===== src/ipgac_pkg.sv =====
// package of offsets, fields, reset values and types for the input gain config registers
package ipgac_pkg;

  // register indices as printed; byte address is four times the index
  localparam logic [7:0] IPGAC_IDX_RGAIN  = 8'h2d;
  localparam logic [7:0] IPGAC_IDX_LROUTE = 8'h2e;
  localparam logic [7:0] IPGAC_IDX_RMODE  = 8'h2f;   // right mode holder
  localparam int         IPGAC_ADDR_W     = 12;
  localparam logic [IPGAC_ADDR_W-1:0] IPGAC_ADDR_RGAIN  = {2'h0, IPGAC_IDX_RGAIN, 2'h0};
  localparam logic [IPGAC_ADDR_W-1:0] IPGAC_ADDR_LROUTE = {2'h0, IPGAC_IDX_LROUTE, 2'h0};
  localparam logic [IPGAC_ADDR_W-1:0] IPGAC_ADDR_RMODE  = {2'h0, IPGAC_IDX_RMODE, 2'h0};

  // field positions
  localparam int IPGAC_MUTE_BIT  = 7;
  localparam int IPGAC_GAIN_LSB  = 0;
  localparam int IPGAC_GAIN_W    = 5;
  localparam int IPGAC_CMR_BIT   = 6;
  localparam int IPGAC_NSEL_LSB  = 4;
  localparam int IPGAC_PSEL_LSB  = 2;
  localparam int IPGAC_MODE_LSB  = 0;

  // reset values
  localparam logic       IPGAC_MUTE_RST = 1'b1;
  localparam logic [4:0] IPGAC_GAIN_RST = 5'h05;
  localparam logic       IPGAC_CMR_RST  = 1'b1;
  localparam logic [1:0] IPGAC_NSEL_RST = 2'h0;
  localparam logic [1:0] IPGAC_PSEL_RST = 2'h1;
  localparam logic [1:0] IPGAC_MODE_RST = 2'h0;

  // mode encoding, shared by both channels
  localparam logic [1:0] IPGAC_MODE_SE   = 2'h0;
  localparam logic [1:0] IPGAC_MODE_DLIN = 2'h1;
  localparam logic [1:0] IPGAC_MODE_DMIC = 2'h2;

  // axi responses
  localparam logic [1:0] IPGAC_RESP_OKAY   = 2'h0;
  localparam logic [1:0] IPGAC_RESP_SLVERR = 2'h2;

  // gain in tenths of a dB, signed
  typedef logic signed [9:0] ipgac_gain_t;

  // pin choice one-hot: a, b, c
  typedef logic [2:0] ipgac_pin_t;

  // analogue control bundle of the left channel
  typedef struct packed {
    ipgac_pin_t invPin;   // pin on the inverting side
    ipgac_pin_t nonPin;   // pin on the non-inverting side
    logic       cmRejectOn;
    logic [1:0] mode;
  } ipgac_left_ctl_t;

  // analogue control bundle of the right channel gain stage
  typedef struct packed {
    logic        silence;
    ipgac_gain_t gainTenths;
    logic        gainValid;   // low for a reserved code
  } ipgac_right_ctl_t;

endpackage


===== src/ipgac_gain_map.sv =====
// gain code to tenths of a dB, per input mode
`timescale 1ns/1ps
module ipgac_gain_map
  import ipgac_pkg::*;
(
  // code and mode
  input  wire logic [4:0]  code,
  input  wire logic [1:0]  mode,
  // decoded gain
  output ipgac_gain_t      gainTenths,
  output logic             gainValid
);

  // line table, non-uniform steps
  localparam logic signed [9:0] LINE_TAB [32] = '{
    -10'sd15, -10'sd13, -10'sd10, -10'sd7, -10'sd3, 10'sd0, 10'sd3, 10'sd7,
    10'sd10, 10'sd14, 10'sd18, 10'sd23, 10'sd27, 10'sd32, 10'sd37, 10'sd42,
    10'sd48, 10'sd54, 10'sd60, 10'sd67, 10'sd75, 10'sd83, 10'sd92, 10'sd102,
    10'sd114, 10'sd127, 10'sd143, 10'sd162, 10'sd192, 10'sd223, 10'sd252, 10'sd283};

  // mic codes step 3 dB from +12, saturate at +30
  always_comb begin
    gainValid  = 1'b1;
    gainTenths = LINE_TAB[code];
    if (mode == IPGAC_MODE_DMIC) begin
      if (code == 5'h00) begin
        gainValid  = 1'b0;   // reserved
        gainTenths = '0;
      end else if (code >= 5'h07) begin
        gainTenths = 10'sd300;
      end else begin
        gainTenths = 10'(90 + 30 * int'(code));
      end
    end else if (mode != IPGAC_MODE_SE && mode != IPGAC_MODE_DLIN) begin
      gainValid = 1'b0;   // reserved mode
    end
  end

endmodule


===== src/ipgac_pin_dec.sv =====
// pin selector code to one-hot pin choice
`timescale 1ns/1ps
module ipgac_pin_dec
  import ipgac_pkg::*;
(
  // selector
  input  wire logic [1:0] sel,
  // one-hot pin a, b, c
  output ipgac_pin_t      pin
);

  // 1x picks the third pin
  always_comb begin
    if (sel[1]) begin
      pin = 3'h4;
    end else if (sel[0]) begin
      pin = 3'h2;
    end else begin
      pin = 3'h1;
    end
  end

endmodule


===== src/ipgac_regs.sv =====
// input gain amplifier configuration registers with axi4-lite slave
//
// Summary of operation
// right_amp_silence sits at bit 7, 1 mutes, 0 unmutes, resets to 1.
// right_amp_gain is a 5-bit field at bits 4:0, line modes map -1.5 dB to +28.3 dB.
// in mic mode right codes 1..6 give +12..+27 dB, 7 and up +30 dB, 0 reserved.
// right_amp_gain resets to 00101, 0 dB in line modes and +24 dB in mic mode.
// left_cm_reject_en at bit 6 resets to 1 and acts only in differential line mode.
// left_neg_pin_sel at 5:4 resets to 00, inverting side in line modes, other in mic.
// left_pos_pin_sel at 3:2 resets to 01, non-inverting side in line modes, swapped in mic.
// left mode at 1:0 resets to 00: 00 single, 01 diff line, 10 diff mic, 11 reserved.
// the right mode comes from its own 2-bit field with the same encoding.
// software keeps reserved codes out; behaviour then is undefined.
`timescale 1ns/1ps
module ipgac_regs
  import ipgac_pkg::*;
#(
  parameter int ADDR_W = IPGAC_ADDR_W
)(
  // clock and reset
  input  wire logic              sys_clk,
  input  wire logic              rst_b,
  // axi4-lite write address
  input  wire logic [ADDR_W-1:0] s_axi_awaddr,
  input  wire logic              s_axi_awvalid,
  output logic                   s_axi_awready,
  // axi4-lite write data
  input  wire logic [31:0]       s_axi_wdata,
  input  wire logic [3:0]        s_axi_wstrb,
  input  wire logic              s_axi_wvalid,
  output logic                   s_axi_wready,
  // axi4-lite write response
  output logic [1:0]             s_axi_bresp,
  output logic                   s_axi_bvalid,
  input  wire logic              s_axi_bready,
  // axi4-lite read address
  input  wire logic [ADDR_W-1:0] s_axi_araddr,
  input  wire logic              s_axi_arvalid,
  output logic                   s_axi_arready,
  // axi4-lite read data
  output logic [31:0]            s_axi_rdata,
  output logic [1:0]             s_axi_rresp,
  output logic                   s_axi_rvalid,
  input  wire logic              s_axi_rready,
  // analogue controls
  output ipgac_right_ctl_t       rightCtl,
  output ipgac_left_ctl_t        leftCtl,
  output logic [1:0]             rightMode
);

  // elaboration check
  if (ADDR_W < IPGAC_ADDR_W) begin : g_chk
    $error("ADDR_W too small for the register map");
  end

  // stored fields
  logic        rightSilence_r;
  logic [4:0]  rightGain_r;
  logic        leftCmReject_r;
  logic [1:0]  leftNegSel_r;
  logic [1:0]  leftPosSel_r;
  logic [1:0]  leftMode_r;
  logic [1:0]  rightMode_r;

  // write and read channel latches
  logic              awHeld_r;
  logic [ADDR_W-1:0] awAddr_r;
  logic              wHeld_r;
  logic [31:0]       wData_r;
  logic [3:0]        wStrb_r;
  logic              bValid_r;
  logic [1:0]        bResp_r;
  logic              rValid_r;
  logic [1:0]        rResp_r;
  logic [31:0]       rData_r;

  logic        doWrite;
  logic        wrHit;
  logic [31:0] rdWord;
  logic        rdHit;

  // low-byte write strobes per register
  logic        wrRGain;
  logic        wrLRoute;
  logic        wrRMode;

  // field values that the coming edge stores
  logic [4:0]  rightGain_nxt;
  logic [1:0]  rightMode_nxt;
  logic        leftCmReject_nxt;
  logic [1:0]  leftNegSel_nxt;
  logic [1:0]  leftPosSel_nxt;
  logic [1:0]  leftMode_nxt;

  // decoded controls and their output flops
  ipgac_gain_t gainTenths_nxt;
  logic        gainValid_nxt;
  ipgac_gain_t gainTenths_r;
  logic        gainValid_r;
  ipgac_pin_t  negPin;
  ipgac_pin_t  posPin;
  ipgac_pin_t  invPin_nxt;
  ipgac_pin_t  nonPin_nxt;
  logic        cmRejectOn_nxt;
  ipgac_pin_t  invPin_r;
  ipgac_pin_t  nonPin_r;
  logic        cmRejectOn_r;

  // address and data accepted independently, one at a time
  assign s_axi_awready = !awHeld_r && !bValid_r;
  assign s_axi_wready  = !wHeld_r && !bValid_r;
  assign s_axi_bvalid  = bValid_r;
  assign s_axi_bresp   = bResp_r;
  assign s_axi_arready = !rValid_r;
  assign s_axi_rvalid  = rValid_r;
  assign s_axi_rdata   = rData_r;
  assign s_axi_rresp   = rResp_r;

  assign doWrite = awHeld_r && wHeld_r && !bValid_r;

  // write strobes, low byte lane only
  assign wrRGain  = doWrite && awAddr_r == IPGAC_ADDR_RGAIN && wStrb_r[0];
  assign wrLRoute = doWrite && awAddr_r == IPGAC_ADDR_LROUTE && wStrb_r[0];
  assign wrRMode  = doWrite && awAddr_r == IPGAC_ADDR_RMODE && wStrb_r[0];

  // next field values, so decoded outputs move on the same edge as the fields
  assign rightGain_nxt    = wrRGain ? wData_r[IPGAC_GAIN_LSB +: IPGAC_GAIN_W] : rightGain_r;
  assign rightMode_nxt    = wrRMode ? wData_r[IPGAC_MODE_LSB +: 2] : rightMode_r;
  assign leftCmReject_nxt = wrLRoute ? wData_r[IPGAC_CMR_BIT] : leftCmReject_r;
  assign leftNegSel_nxt   = wrLRoute ? wData_r[IPGAC_NSEL_LSB +: 2] : leftNegSel_r;
  assign leftPosSel_nxt   = wrLRoute ? wData_r[IPGAC_PSEL_LSB +: 2] : leftPosSel_r;
  assign leftMode_nxt     = wrLRoute ? wData_r[IPGAC_MODE_LSB +: 2] : leftMode_r;

  // write address hold
  always_ff @(posedge sys_clk or negedge rst_b) begin
    if (!rst_b) begin
      awHeld_r <= 1'b0;
      awAddr_r <= '0;
    end else if (s_axi_awvalid && s_axi_awready) begin
      awHeld_r <= 1'b1;
      awAddr_r <= s_axi_awaddr;
    end else if (doWrite) begin
      awHeld_r <= 1'b0;
    end
  end

  // write data hold
  always_ff @(posedge sys_clk or negedge rst_b) begin
    if (!rst_b) begin
      wHeld_r <= 1'b0;
      wData_r <= '0;
      wStrb_r <= '0;
    end else if (s_axi_wvalid && s_axi_wready) begin
      wHeld_r <= 1'b1;
      wData_r <= s_axi_wdata;
      wStrb_r <= s_axi_wstrb;
    end else if (doWrite) begin
      wHeld_r <= 1'b0;
    end
  end

  // address decode of writes
  always_comb begin
    case (awAddr_r)
      IPGAC_ADDR_RGAIN, IPGAC_ADDR_LROUTE, IPGAC_ADDR_RMODE: wrHit = 1'b1;
      default: wrHit = 1'b0;
    endcase
  end

  // write response
  always_ff @(posedge sys_clk or negedge rst_b) begin
    if (!rst_b) begin
      bValid_r <= 1'b0;
      bResp_r  <= IPGAC_RESP_OKAY;
    end else if (doWrite) begin
      bValid_r <= 1'b1;
      bResp_r  <= wrHit ? IPGAC_RESP_OKAY : IPGAC_RESP_SLVERR;
    end else if (s_axi_bready) begin
      bValid_r <= 1'b0;
    end
  end

  // right gain and mute register, low byte lane only
  always_ff @(posedge sys_clk or negedge rst_b) begin
    if (!rst_b) begin
      rightSilence_r <= IPGAC_MUTE_RST;
      rightGain_r    <= IPGAC_GAIN_RST;
    end else if (wrRGain) begin
      rightSilence_r <= wData_r[IPGAC_MUTE_BIT];
      rightGain_r    <= wData_r[IPGAC_GAIN_LSB +: IPGAC_GAIN_W];
    end
  end

  // left routing and mode register
  always_ff @(posedge sys_clk or negedge rst_b) begin
    if (!rst_b) begin
      leftCmReject_r <= IPGAC_CMR_RST;
      leftNegSel_r   <= IPGAC_NSEL_RST;
      leftPosSel_r   <= IPGAC_PSEL_RST;
      leftMode_r     <= IPGAC_MODE_RST;
    end else if (wrLRoute) begin
      leftCmReject_r <= wData_r[IPGAC_CMR_BIT];
      leftNegSel_r   <= wData_r[IPGAC_NSEL_LSB +: 2];
      leftPosSel_r   <= wData_r[IPGAC_PSEL_LSB +: 2];
      leftMode_r     <= wData_r[IPGAC_MODE_LSB +: 2];
    end
  end

  // right mode field, separate register
  always_ff @(posedge sys_clk or negedge rst_b) begin
    if (!rst_b) begin
      rightMode_r <= IPGAC_MODE_RST;
    end else if (wrRMode) begin
      rightMode_r <= wData_r[IPGAC_MODE_LSB +: 2];
    end
  end

  // read mux, unused bits read zero
  always_comb begin
    rdWord = '0;
    rdHit  = 1'b1;
    case (s_axi_araddr)
      IPGAC_ADDR_RGAIN: begin
        rdWord[IPGAC_MUTE_BIT]                     = rightSilence_r;
        rdWord[IPGAC_GAIN_LSB +: IPGAC_GAIN_W]     = rightGain_r;
      end
      IPGAC_ADDR_LROUTE: begin
        rdWord[IPGAC_CMR_BIT]          = leftCmReject_r;
        rdWord[IPGAC_NSEL_LSB +: 2]    = leftNegSel_r;
        rdWord[IPGAC_PSEL_LSB +: 2]    = leftPosSel_r;
        rdWord[IPGAC_MODE_LSB +: 2]    = leftMode_r;
      end
      IPGAC_ADDR_RMODE: begin
        rdWord[IPGAC_MODE_LSB +: 2]    = rightMode_r;
      end
      default: begin
        rdHit = 1'b0;
      end
    endcase
  end

  // read response, one cycle after address taken
  always_ff @(posedge sys_clk or negedge rst_b) begin
    if (!rst_b) begin
      rValid_r <= 1'b0;
      rData_r  <= '0;
      rResp_r  <= IPGAC_RESP_OKAY;
    end else if (s_axi_arvalid && s_axi_arready) begin
      rValid_r <= 1'b1;
      rData_r  <= rdWord;
      rResp_r  <= rdHit ? IPGAC_RESP_OKAY : IPGAC_RESP_SLVERR;
    end else if (s_axi_rready) begin
      rValid_r <= 1'b0;
    end
  end

  // right gain decode by right mode, on the values being stored
  ipgac_gain_map u_gain_map (
    .code       (rightGain_nxt),
    .mode       (rightMode_nxt),
    .gainTenths (gainTenths_nxt),
    .gainValid  (gainValid_nxt)
  );

  // left pin decode of the selectors being stored
  ipgac_pin_dec u_neg_dec (
    .sel (leftNegSel_nxt),
    .pin (negPin)
  );
  ipgac_pin_dec u_pos_dec (
    .sel (leftPosSel_nxt),
    .pin (posPin)
  );

  // sides swap in mic mode; cm rejection only in diff line
  always_comb begin
    if (leftMode_nxt == IPGAC_MODE_DMIC) begin
      invPin_nxt = posPin;
      nonPin_nxt = negPin;
    end else begin
      invPin_nxt = negPin;
      nonPin_nxt = posPin;
    end
    cmRejectOn_nxt = leftCmReject_nxt && (leftMode_nxt == IPGAC_MODE_DLIN);
  end

  // cm rejection flop, reset to the gate of the reset fields
  always_ff @(posedge sys_clk or negedge rst_b) begin
    if (!rst_b) begin
      cmRejectOn_r <= IPGAC_CMR_RST && (IPGAC_MODE_RST == IPGAC_MODE_DLIN);
    end else begin
      cmRejectOn_r <= cmRejectOn_nxt;
    end
  end

  // decoded gain and pins; no reset, they reload from the reset fields
  // at each edge inside reset, so rst_b must stay low across one edge
  always_ff @(posedge sys_clk) begin
    gainTenths_r <= gainTenths_nxt;
    gainValid_r  <= gainValid_nxt;
    invPin_r     <= invPin_nxt;
    nonPin_r     <= nonPin_nxt;
  end

  // output bundles, all from flip-flops
  assign rightCtl.silence    = rightSilence_r;
  assign rightCtl.gainTenths = gainTenths_r;
  assign rightCtl.gainValid  = gainValid_r;
  assign rightMode           = rightMode_r;
  assign leftCtl.invPin      = invPin_r;
  assign leftCtl.nonPin      = nonPin_r;
  assign leftCtl.cmRejectOn  = cmRejectOn_r;
  assign leftCtl.mode        = leftMode_r;

endmodule


===== config.mk =====
export PLATFORM = sky130hd
export DESIGN_NAME = ipgac_regs
export DESIGN_NICKNAME = d
export VERILOG_FILES = /design/src/ipgac_pkg.sv /design/src/ipgac_gain_map.sv /design/src/ipgac_pin_dec.sv /design/src/ipgac_regs.sv
export SDC_FILE = /design/constraint.sdc
export NUM_CORES = 1
export LEC_CHECK = 0
export BUFFER_PORTS_ARGS = -buffer_cell sky130_fd_sc_hd__buf_2
export CAP_MARGIN = 20
export CORE_MARGIN = 8
export CORE_UTILIZATION = 52
export DETAILED_ROUTE_END_ITERATION = 16
export GPL_TIMING_DRIVEN = 0
export PLACE_DENSITY = 0.84
export SLEW_MARGIN = 30
export SYNTH_ARGS = -nofsm -noshare
export SYNTH_HDL_FRONTEND = slang
export SYNTH_SLANG_ARGS = --single-unit

===== constraint.sdc =====
create_clock -name sys_clk -period 6.55 [get_ports sys_clk]
set_input_delay 1.31 -clock sys_clk [delete_from_list [all_inputs] [get_ports sys_clk]]
set_output_delay 1.31 -clock sys_clk [all_outputs]
set_load 0.005 [all_outputs]

Word level (Yosys, flattened, before mapping)
Memory sizes are Yosys's and may differ from the RTL's.
Cells that the tools add are included.
W data, S select, Z words.
Word-level totals
  bits in registers: 70
  ROM bits: 320
  output and inout bits: 64
  logic and storage cells: 100
  memories kept: 1
Memory list
  (no name shown): depth 32, width 10, read ports 1, clocked after Yosys merged registers in 0, wr ports 0, RTL line ipgac_gain_map.sv:24  | gainTenths = LINE_TAB[code];
Operators by class
  add/subtract/negate cells: 1
  multiply operators: 1
  $lt $le $gt $ge: 2
  equality and inequality tests: 10
  multiplexer cells: 35
  bitwise logic cells: 1
  reduce and logical (&&, ||, !) cells: 27
Operators with widths (count)
  $eq A12 B8 Y1 const B: 6
  $mux W10: 5
  $mux W2: 9
  $logic_and A1 B1 Y1: 15
  $mux W1: 14
  $mux W3: 4
  $add A8 B10 Y10 const A: 1
  $reduce_bool A2 Y1: 5
  $mul A4 B5 Y9 const A: 1
  $ge A6 B6 Y1 const B: 1
  $not A5 Y6: 1
  $pmux W2 S3: 1
  $pmux W3 S2: 1
  $reduce_or A3 Y1: 2
  $ge A5 B3 Y1 const B: 1
  $logic_not A5 Y1: 1
  $mux W5: 1
  $eq A2 B2 Y1 const B: 2
  $logic_not A1 Y1: 4
  $eq A2 B1 Y1 const B: 1
  $ne A2 B1 Y1 const B: 1

Logic depth before layout (Yosys ltp)
Gate-level depths: netlist (run 1).
  depth after elaboration: 10
  depth in mapped cells: 19

Cells and area by module
From an unflattened synthesis (run 1), not the netlist that was laid out.
Unflattened totals
  cells, all modules: 388
  area total of the unflattened synthesis: 4093.9 µm²
Modules (own cells, without submodules)
  ipgac_regs: times used 1, cells an instance 207, area each 2806.4 µm², seq. area each 1622.8 µm²
  ipgac_gain_map: times used 1, cells an instance 175, area each 1247.4 µm², seq. area each 0.0 µm²
  ipgac_pin_dec: times used 2, cells an instance 3, area each 20.0 µm², seq. area each 0.0 µm²

Worst setup path before layout (run 1)
No wires, ideal clock.
  path type: reg2reg
  from: reg awAddr_r[11]
  to: reg gainTenths_r[8]
  setup time: 80 ps
  data arrival time: 5233 ps
  data required time: 6470 ps
  slack: 1237 ps
  cell stages (with the launch flop): 19
  clock period less this slack: 5313 ps
  cells stage by stage: dfrtp_1 -> nor4_4 -> nand4_2 -> nor4b_4 -> buf_4 -> mux2i_1 -> inv_1 -> fa_1 -> inv_1 -> fa_1 -> inv_1 -> ha_1 -> nor2b_1 -> o21ai_0 -> a21boi_0 -> or2_2 -> o31ai_1 -> mux2_2 -> o211ai_1
On the way
  longest elaborated chain between the ends: 9
  elaborated cells between the ends (all ways): 20
  classes of those cells: 1 x add/sub; 1 x mul; 1 x order compare; 3 x eq/ne; 7 x mux; 1 x bitwise; 5 x reduce/logical; 1 x memory
RTL lines
  start, declared: RTL line ipgac_regs.sv:67  | logic [ADDR_W-1:0] awAddr_r;
  start signal, assigned: RTL line ipgac_regs.sv:141  | awAddr_r <= s_axi_awaddr;
  $eq A12 B8 Y1 *: RTL line ipgac_regs.sv:122  | assign wrRGain = doWrite && awAddr_r == IPGAC_ADDR_RGAIN && wStrb_r[0];
  $logic_and A1 B1 Y1 * (2 in series): RTL line ipgac_regs.sv:122
  $mux W5 *
  net rightGain_nxt[1]: RTL line ipgac_regs.sv:88  | logic [4:0] rightGain_nxt;
  $mul A4 B5 Y9 or $not A5 Y6 (tied branches): RTL line ipgac_gain_map.sv:32, ipgac_gain_map.sv:24
  $add A8 B10 Y10 or $mem_v2 Z32 W10 (tied branches)
  $mux W10 (on tied branches): RTL line ipgac_gain_map.sv:29, ipgac_gain_map.sv:24
  $mux W10 (on tied branches): RTL line ipgac_gain_map.sv:26, ipgac_gain_map.sv:24
  $mux W10 *: RTL line ipgac_gain_map.sv:25  | if (mode == IPGAC_MODE_DMIC) begin
  net gainTenths_nxt[8]: RTL line ipgac_regs.sv:96  | ipgac_gain_t gainTenths_nxt;
  end signal, assigned: RTL line ipgac_regs.sv:299  | gainTenths_r <= gainTenths_nxt;
  end, declared: RTL line ipgac_regs.sv:98  | ipgac_gain_t gainTenths_r;
Mark *: on every way through the listed nets, which the timed path passes. The rest lies on a longest branch. The select of a mux whose other input is x is not followed.
A chain may end at the register's enable or synchronous reset.

Worst setup path after layout (run 1)
Same ends and word-level chain as after synthesis.

==> metrics, run 1 <==
Clk network pwr share just under 30%; DRC violations left 0; power per cell area between 200 and 250 nW/um2; HPWL reported at the end of detailed placement approximately 8 mm; total length of routed met3 wires 832 um; pre-CTS WS about 0.21 ns; # hold bufs at CTS 0; Critical Path AT approximately 6.4 ns; Post-synth EDFFs 0; post-route design area approximately 5000 um2; Reg clk slew, reported paths ~0.080 ns; fin crit share 93.0%; Routed Antenna Nets 0; gr usage total between 10% and 20%; drt first pass iters 5; DR WL/cell 16.2 um; reg2reg start awAddr_r[11]; first-pass GRT wire length 16.7 mm; Tmin final between 6 and 7 ns; setup ws final 0.456 ns; Final Non-Filler Cells ~630; GRT overflow 0; wl on met1 about 4.2 mm; final setup TNS 0 ns; max_cap viols 0; fill cell count 605; Crit. End Element flip-flop; Crit. Startpoint awAddr_r[11]; Post-DP Area roughly 4800 um2; end point of the critical path gainTenths_r[8]; die width approximately 110 um; leakage power approximately 2.5 nW; vias per cell about 5.5; FF-to-FF setup slack 0.46 ns; Int Pwr between 800 and 900 uW; peak fanout along the critical path 10; final number of setup-violating endpoints 0; initial antenna violation count 0; Core Util, Final 64.3%; Cells after DPL 613; Psw about 350 uW; met2 WL roughly 5 mm; post-synthesis async set-or-reset flop share 75.0%; clock root cell clkbuf_8; H-tree depth 3; RSZ-0062 raised after global routing false; Inserted Diodes 0; layout cells sized above 1 roughly a third; crit start category flip-flop; Ys Warns 0; Site Rows 32; combinational power share a little over a fifth; status finished, final reports clean; Seq/Total Area, Yosys 38.8%; Inserted Clock Buffers 9; WHS 0.482 ns; Synth Flop Type dfrtp_1; Yosys cell types 65; worst clock skew 0.00995 ns; Mapped Cells around 410; P&R area growth vs syn 19.6%; sequential group share of total power around 50%; clk sink count a little under 70; RR Endpoint gainTenths_r[8]; I/O pins approximately 130; largest net degree at the start of global routing 52; total number of vias roughly 3,400; area of the mapped netlist ~4200 um2; Worst slew margin a little over two fifths; Hold Fails Final Rpt 0; Required @ worst endpoint ~7 ns; WS Path Type reg2reg; Initial Util a little over half; core area slightly below 8000 um2; # nets final approximately 620; max-slew violation count 0; FMAX 164 MHz; drt total wl between 10 and 15 mm; total power after layout roughly 1.2 mW; TritonCTS clock tree yes; Tightest Pin Transition approximately 0.84 ns; die area around 11,000 um2; clock tree buffer depth 2; Die H approximately 110 um; Worst Reg-to-Reg Cells 18; Sw Ratio around 30%; clock latency on the worst-skew pair 0.34 ns; drt initial violations 217; Max Used Layer met4; vias in the first global route between 3,000 and 4,000; Post-Syn Area per Cell 10.2 um2; number of port buffers 77; Yosys reg bits roughly 70; Hold Crit Class reg2reg; Worst VDD drop about 0.00014 V; Final Wtd Congestion just over 0.9
[synth_stat cells, types with 5 or more instances]
| master | number | share of area, % |
|---|---|---|
| mux2i_1 | 25 | 6.0 |
| nor3_1 | 5 | 0.60 |
| dfxtp_1 | 17 | 8.1 |
| nor2_1 | 17 | 1.5 |
| a21oi_1 | 9 | 1.1 |
| nand2_1 | 30 | 2.7 |
| ha_1 | 24 | 7.2 |
| mux2_2 | 33 | 8.9 |
| o31ai_1 | 5 | 0.90 |
| nor2b_1 | 12 | 1.8 |
| inv_1 | 27 | 2.4 |
| nand2b_1 | 6 | 0.90 |
| o21ai_0 | 22 | 2.6 |
| dfrtp_1 | 46 | 28 |
| buf_4 | 31 | 5.6 |
| xnor2_1 | 6 | 1.3 |
| dfstp_2 | 5 | 3.1 |
| o211ai_1 | 6 | 1.1 |
| fa_1 | 5 | 2.4 |
| clkbuf_1 | 7 | 0.63 |
[worst max-delay path: stages, from the launching register on]
cell and delay, ns:
dfrtp_1 0.41, nor4_4 0.37, nand4_2 0.19, nor4b_4 0.62, buf_4 0.30, mux2i_2 0.56, inv_1 0.32, fa_1 0.60
inv_1 0.05, fa_1 0.50, inv_1 0.05, ha_1 0.32, nor2b_1 0.14, o21ai_0 0.23, a21boi_0 0.22, or2_2 0.37
o31ai_1 0.32, mux2_2 0.37, o211ai_1 0.07
[cell families (layout without fill, tap and decap cells)]
kind of cell / after synthesis / count (layout) / synth area share [%]
and+or+nand+nor: 96 / 96 / 12.8
AOI/OAI and AO/OA: 80 / 80 / 13.2
buffers and inverters: 70 / 163 / 9.13
DFF: 68 / 68 / 38.8
muxes: 58 / 58 / 14.9
adders and majority gates: 29 / 29 / 9.58
xor gates and xnor gates: 7 / 7 / 1.47
other: 1 / 26 / 0.0897
[worst min path at each step]
| stage | to | from | depth (start not counted) | slack, ns |
|---|---|---|---|---|
| 2_1_floorplan | awAddr_r[4] | awAddr_r[4] | 1 | 0.47 |
| 3_3_place_gp | s_axi_rresp[1] | s_axi_rresp[1] | 2 | 0.46 |
| 3_5_place_dp | s_axi_rdata[5] | s_axi_rdata[5] | 2 | 0.47 |
| 4_1_cts | s_axi_rdata[5] | s_axi_rdata[5] | 2 | 0.49 |
| 5_1_grt | s_axi_rdata[5] | s_axi_rdata[5] | 2 | 0.51 |
| 6_report | s_axi_rdata[5] | s_axi_rdata[5] | 2 | 0.48 |
[cell usage in the layout, fill, tap and decap left out, types with 4 or more instances in the layout]
cell type,Yosys,final
nand2b_1,6,6
nor3_1,5,5
clkbuf_1,7,7
nor2_1,17,17
nand2_1,30,30
o21ai_0,22,22
mux2_2,33,33
nor4_1,4,4
o31ai_1,5,5
inv_1,27,27
ha_1,24,24
dfxtp_1,17,17
buf_4,31,32
mux2i_1,25,23
dfstp_2,5,5
clkbuf_8,0,10
nor2b_1,12,12
conb_1,1,26
buf_2,2,78
a211oi_1,4,4
a21o_1,4,4
xnor2_1,6,6
o211ai_1,6,6
fa_1,5,5
a22oi_1,4,4
dfrtp_1,46,46
a21oi_1,9,9
[area by class of cell]
type	instances	area (um2)	area share [%]
multi-input cells	296	2280	45.6
flip-flops and latches	68	1620	32.5
repair buffers	77	388	7.76
plain buffers	40	269	5.38
clock buffers	10	138	2.75
well taps	102	128	2.55
inverters	30	113	2.25
clock inverters	6	62.6	1.25
[registers in the layout, indices dropped and copies added (netlist names), 2 cells and up]
| register | flops |
|---|---|
| wData_r | 8 |
| invPin_r | 3 |
| leftMode_r | 2 |
| leftPosSel_r | 2 |
| leftNegSel_r | 2 |
| nonPin_r | 3 |
| rightMode | 2 |
| gainTenths_r | 10 |
| rightGain_r | 5 |
| s_axi_rdata | 8 |
| awAddr_r | 12 |
[what timing repair did]
| action | 4_1_cts | 5_1_grt |
|---|---|---|
| resized for setup | 0 | 1 |
| endpoints found under the hold margin | 0 | 0 |
| setup endpoints to repair | 0 | 1 |
| setup buffers | 0 | 0 |
[layer usage]
metal | vias up | global-route usage, %
li1 | 1618 | -
met1 | 1647 | 21.7
met2 | 148 | 29.6
met3 | 22 | 4.69
met4 | 0 | 8.34
met5 | - | 0
[power by group through the flow]
stage               registers [mW]  clock network [mW]  logic [mW]
finish                       0.589               0.344       0.247
global route                 0.602               0.368       0.272
CTS                          0.587               0.350       0.248
detailed placement           0.595                   0       0.247
global placement             0.588                   0       0.235
floorplan                    0.572                   0       0.180
Note: power is estimated with default switching activity, not from simulation.
==> run 2: changes to the inputs <==
--- a/config.mk
+++ b/config.mk
@@ -5,13 +5,14 @@
 export SDC_FILE = /design/constraint.sdc
 export NUM_CORES = 1
 export LEC_CHECK = 0
+export ABC_AREA = 1
 export BUFFER_PORTS_ARGS = -buffer_cell sky130_fd_sc_hd__buf_2
 export CAP_MARGIN = 20
 export CORE_MARGIN = 8
 export CORE_UTILIZATION = 52
 export DETAILED_ROUTE_END_ITERATION = 16
 export GPL_TIMING_DRIVEN = 0
-export PLACE_DENSITY = 0.84
+export PLACE_DENSITY = 0.83
 export SLEW_MARGIN = 30
 export SYNTH_ARGS = -nofsm -noshare
 export SYNTH_HDL_FRONTEND = slang
==> run 2 against run 1 <==
Count of clock-buffer cells in the layout fell by 1. Core utilization fell by 0.99 points. Maximum frequency rose by 38%. Clock power fell by 6.1%. Non-clock buffer count fell by 3. Sequential power fell by 5.4%.
==> metrics, run 2 <==
WS Path Type reg2reg; drt initial violations approximately 200; I/O pins around 130; Int Pwr roughly 770 uW; clk sink count 68; die area 11,600 um2; Mapped Cells 529; Tightest Pin Transition approximately 0.63 ns; H-tree depth 3; Worst VDD drop around 0.00012 V; largest net degree at the start of global routing between 50 and 60; max reg flops 12; max-slew violation count 0; Yosys cell types 45; Tmin final ~4.4 ns; sequential group share of total power between 40% and 50%; registers with the most flip-flops awAddr_r x12, gainTenths_r x10; P&R area growth vs syn 18.2%; HPWL reported at the end of detailed placement around 8.3 mm; top-count cell post-synth nand2_1; Worst slew margin between 50% and 60%; status finished, final reports clean; FMAX 226 MHz; drt first pass iters 4; clock latency on the worst-skew pair around 0.35 ns; Top reg by flops awAddr_r; Seq/Total Area, Yosys roughly 37%; Psw ~390 uW; Reg clk slew, reported paths 0.08 ns; Final Wtd Congestion just over 0.9; number of port buffers 77; Initial Util 53.6%; total power after layout ~1.2 mW; most frequent cells in the layout nand2_1, buf_2, inv_1, dfrtp_1, nand3_1; GRT overflow 0; Inserted Clock Buffers 9; CTS-repair resized insts 0; Yosys reg bits 68; cell accounting for the most synthesized area dfrtp_1; setup ws final ~2.1 ns; ranking of synthesized cells by area dfrtp_1, nand2_1, dfxtp_1, ha_1, buf_4; peak fanout along the critical path 11; fin crit share between 60% and 70%; initial antenna violation count 0; # hold bufs at CTS 0; vias per cell 4.98; RSZ-0062 raised after global routing false; Clk network pwr share between 20% and 30%; vias in the first global route between 3,000 and 4,000; Hold Crit Class reg2reg; max_cap viols 0; layout cells sized above 1 approximately 30%; Hold Fails Final Rpt 0; crit start category flip-flop; WHS slightly below 0.5 ns; leakage power 2.88 nW; Site Rows 33; pre-CTS WS around 2.1 ns; Yosys top cell area share between 20% and 30%; DR WL/cell between 10 and 15 um; # nets final between 700 and 800; combinational power share between 20% and 30%; post-synthesis async set-or-reset flop share around three quarters; final number of setup-violating endpoints 0; DRC violations left 0; Routed Antenna Nets 0; # Post-CTS Setup Buffers 0; Core Util, Final between 60 and 70%; die width between 100 and 150 um; area of the mapped netlist between 4000 and 5000 um2; power per cell area between 200 and 250 nW/um2; worst clock skew between 0.01 and 0.015 ns; Critical Path AT ~4.7 ns; top cells by count, synth nand2_1, inv_1, dfrtp_1; Crit. End Element flip-flop; clock root cell clkbuf_8; drt total wl 10.3 mm; Post-Syn Area per Cell roughly 8.3 um2; TritonCTS clock tree yes; commonest non-fill, non-tap cell in the layout nand2_1; final setup TNS 0 ns; core area between 8000 and 9000 um2; gr usage total 18.4%; total number of vias roughly 3,700; Sw Ratio between 30% and 40%; Post-synth EDFFs 0; Required @ worst endpoint approximately 6.8 ns; clock tree buffer depth 2; Ys Warns 0; Inserted Diodes 0; Die H ~110 um; first-pass GRT wire length between 15 and 20 mm; Synth Flop Type dfrtp_1
[run 2: cell types whose count changed after synthesis, moves of 16 or more]
cell,delta
inv_1,+33
mux2_2,-20
mux2i_1,-25
nand2_1,+98
nand3_1,+32
nor2_1,+16
[run 2: cells by family after synthesis]
logic type | count (synthesis) | synth area share (%)
DFF | 68 | 37.0
AOI/OAI and AO/OA | 59 | 8.00
xor gates and xnor gates | 9 | 1.80
and+or+nand+nor | 241 | 28.2
muxes | 13 | 3.34
other | 1 | 0.0856
adders and majority gates | 29 | 9.14
buffers and inverters | 109 | 12.4
[run 2: power groups by stage]
stage | logic (mW) | clock network (mW) | registers, mW
floorplan | 0.209 | 0 | 0.556
global placement | 0.274 | 0 | 0.562
detailed placement | 0.284 | 0 | 0.568
CTS | 0.285 | 0.332 | 0.559
global route | 0.317 | 0.352 | 0.570
finish | 0.281 | 0.323 | 0.557
[run 2: area by class of cell]
type,instances,area [um2]
Timing Repair Buffer,77,388
Sequential cell,68,1620
Tap cell,105,131
Clock buffer,9,124
Clock inverter,7,60.1
Inverter,72,270
Fill cell,728,3000
Multi-Input combinational cell,377,2310
Buffer,37,272
[run 2: path summary, 6_finish.rpt]
check                      depth (start not counted)               to      startpoint  slack (ns)
setup / recovery                                  20  gainTenths_r[8]    awAddr_r[11]        2.13
hold / removal                                     2   s_axi_rdata[6]  s_axi_rdata[6]        0.49
setup reg to reg                                  20  gainTenths_r[8]    awAddr_r[11]        2.13
hold reg to reg                                    2   s_axi_rdata[6]  s_axi_rdata[6]        0.49
max in group asynchronous                          1      awAddr_r[2]           rst_b        5.15
min in group asynchronous                          1   s_axi_rdata[7]           rst_b        0.97
[run 2: routing by layer]
metal  track usage, %  up-vias  share of wire (%)
met5                0        -                  0
met4             5.85        0                1.0
met3             5.45       10                7.9
met2             31.6      124                 51
met1             21.4     1743                 40
li1                 -     1866                  -
[run 2: critical path, cell delays in order, from the launching register on]
cell      delay (ns)
dfrtp_1         0.39
nor2_2          0.14
nand2_1         0.08
nor2_2          0.25
nand3_4         0.14
nand2_1         0.08
nand2_1         0.30
inv_1           0.40
fa_1            0.52
fa_1            0.51
fa_1            0.46
nand3b_1        0.17
nand2_1         0.10
xor2_1          0.29
nand2_1         0.08
nor2_1          0.09
nand2_1         0.07
nand3_1         0.07
nand3_1         0.07
nand2_1         0.06
nand2_1         0.05
[run 2: through the flow]
step | instance area (um2) | cells
after floorplan | 4470 | 554
after global placement | 4990 | 736
after detailed placement | 4990 | 736
after CTS | 5180 | 752
after global routing | 5180 | 752
final | 5180 | 752
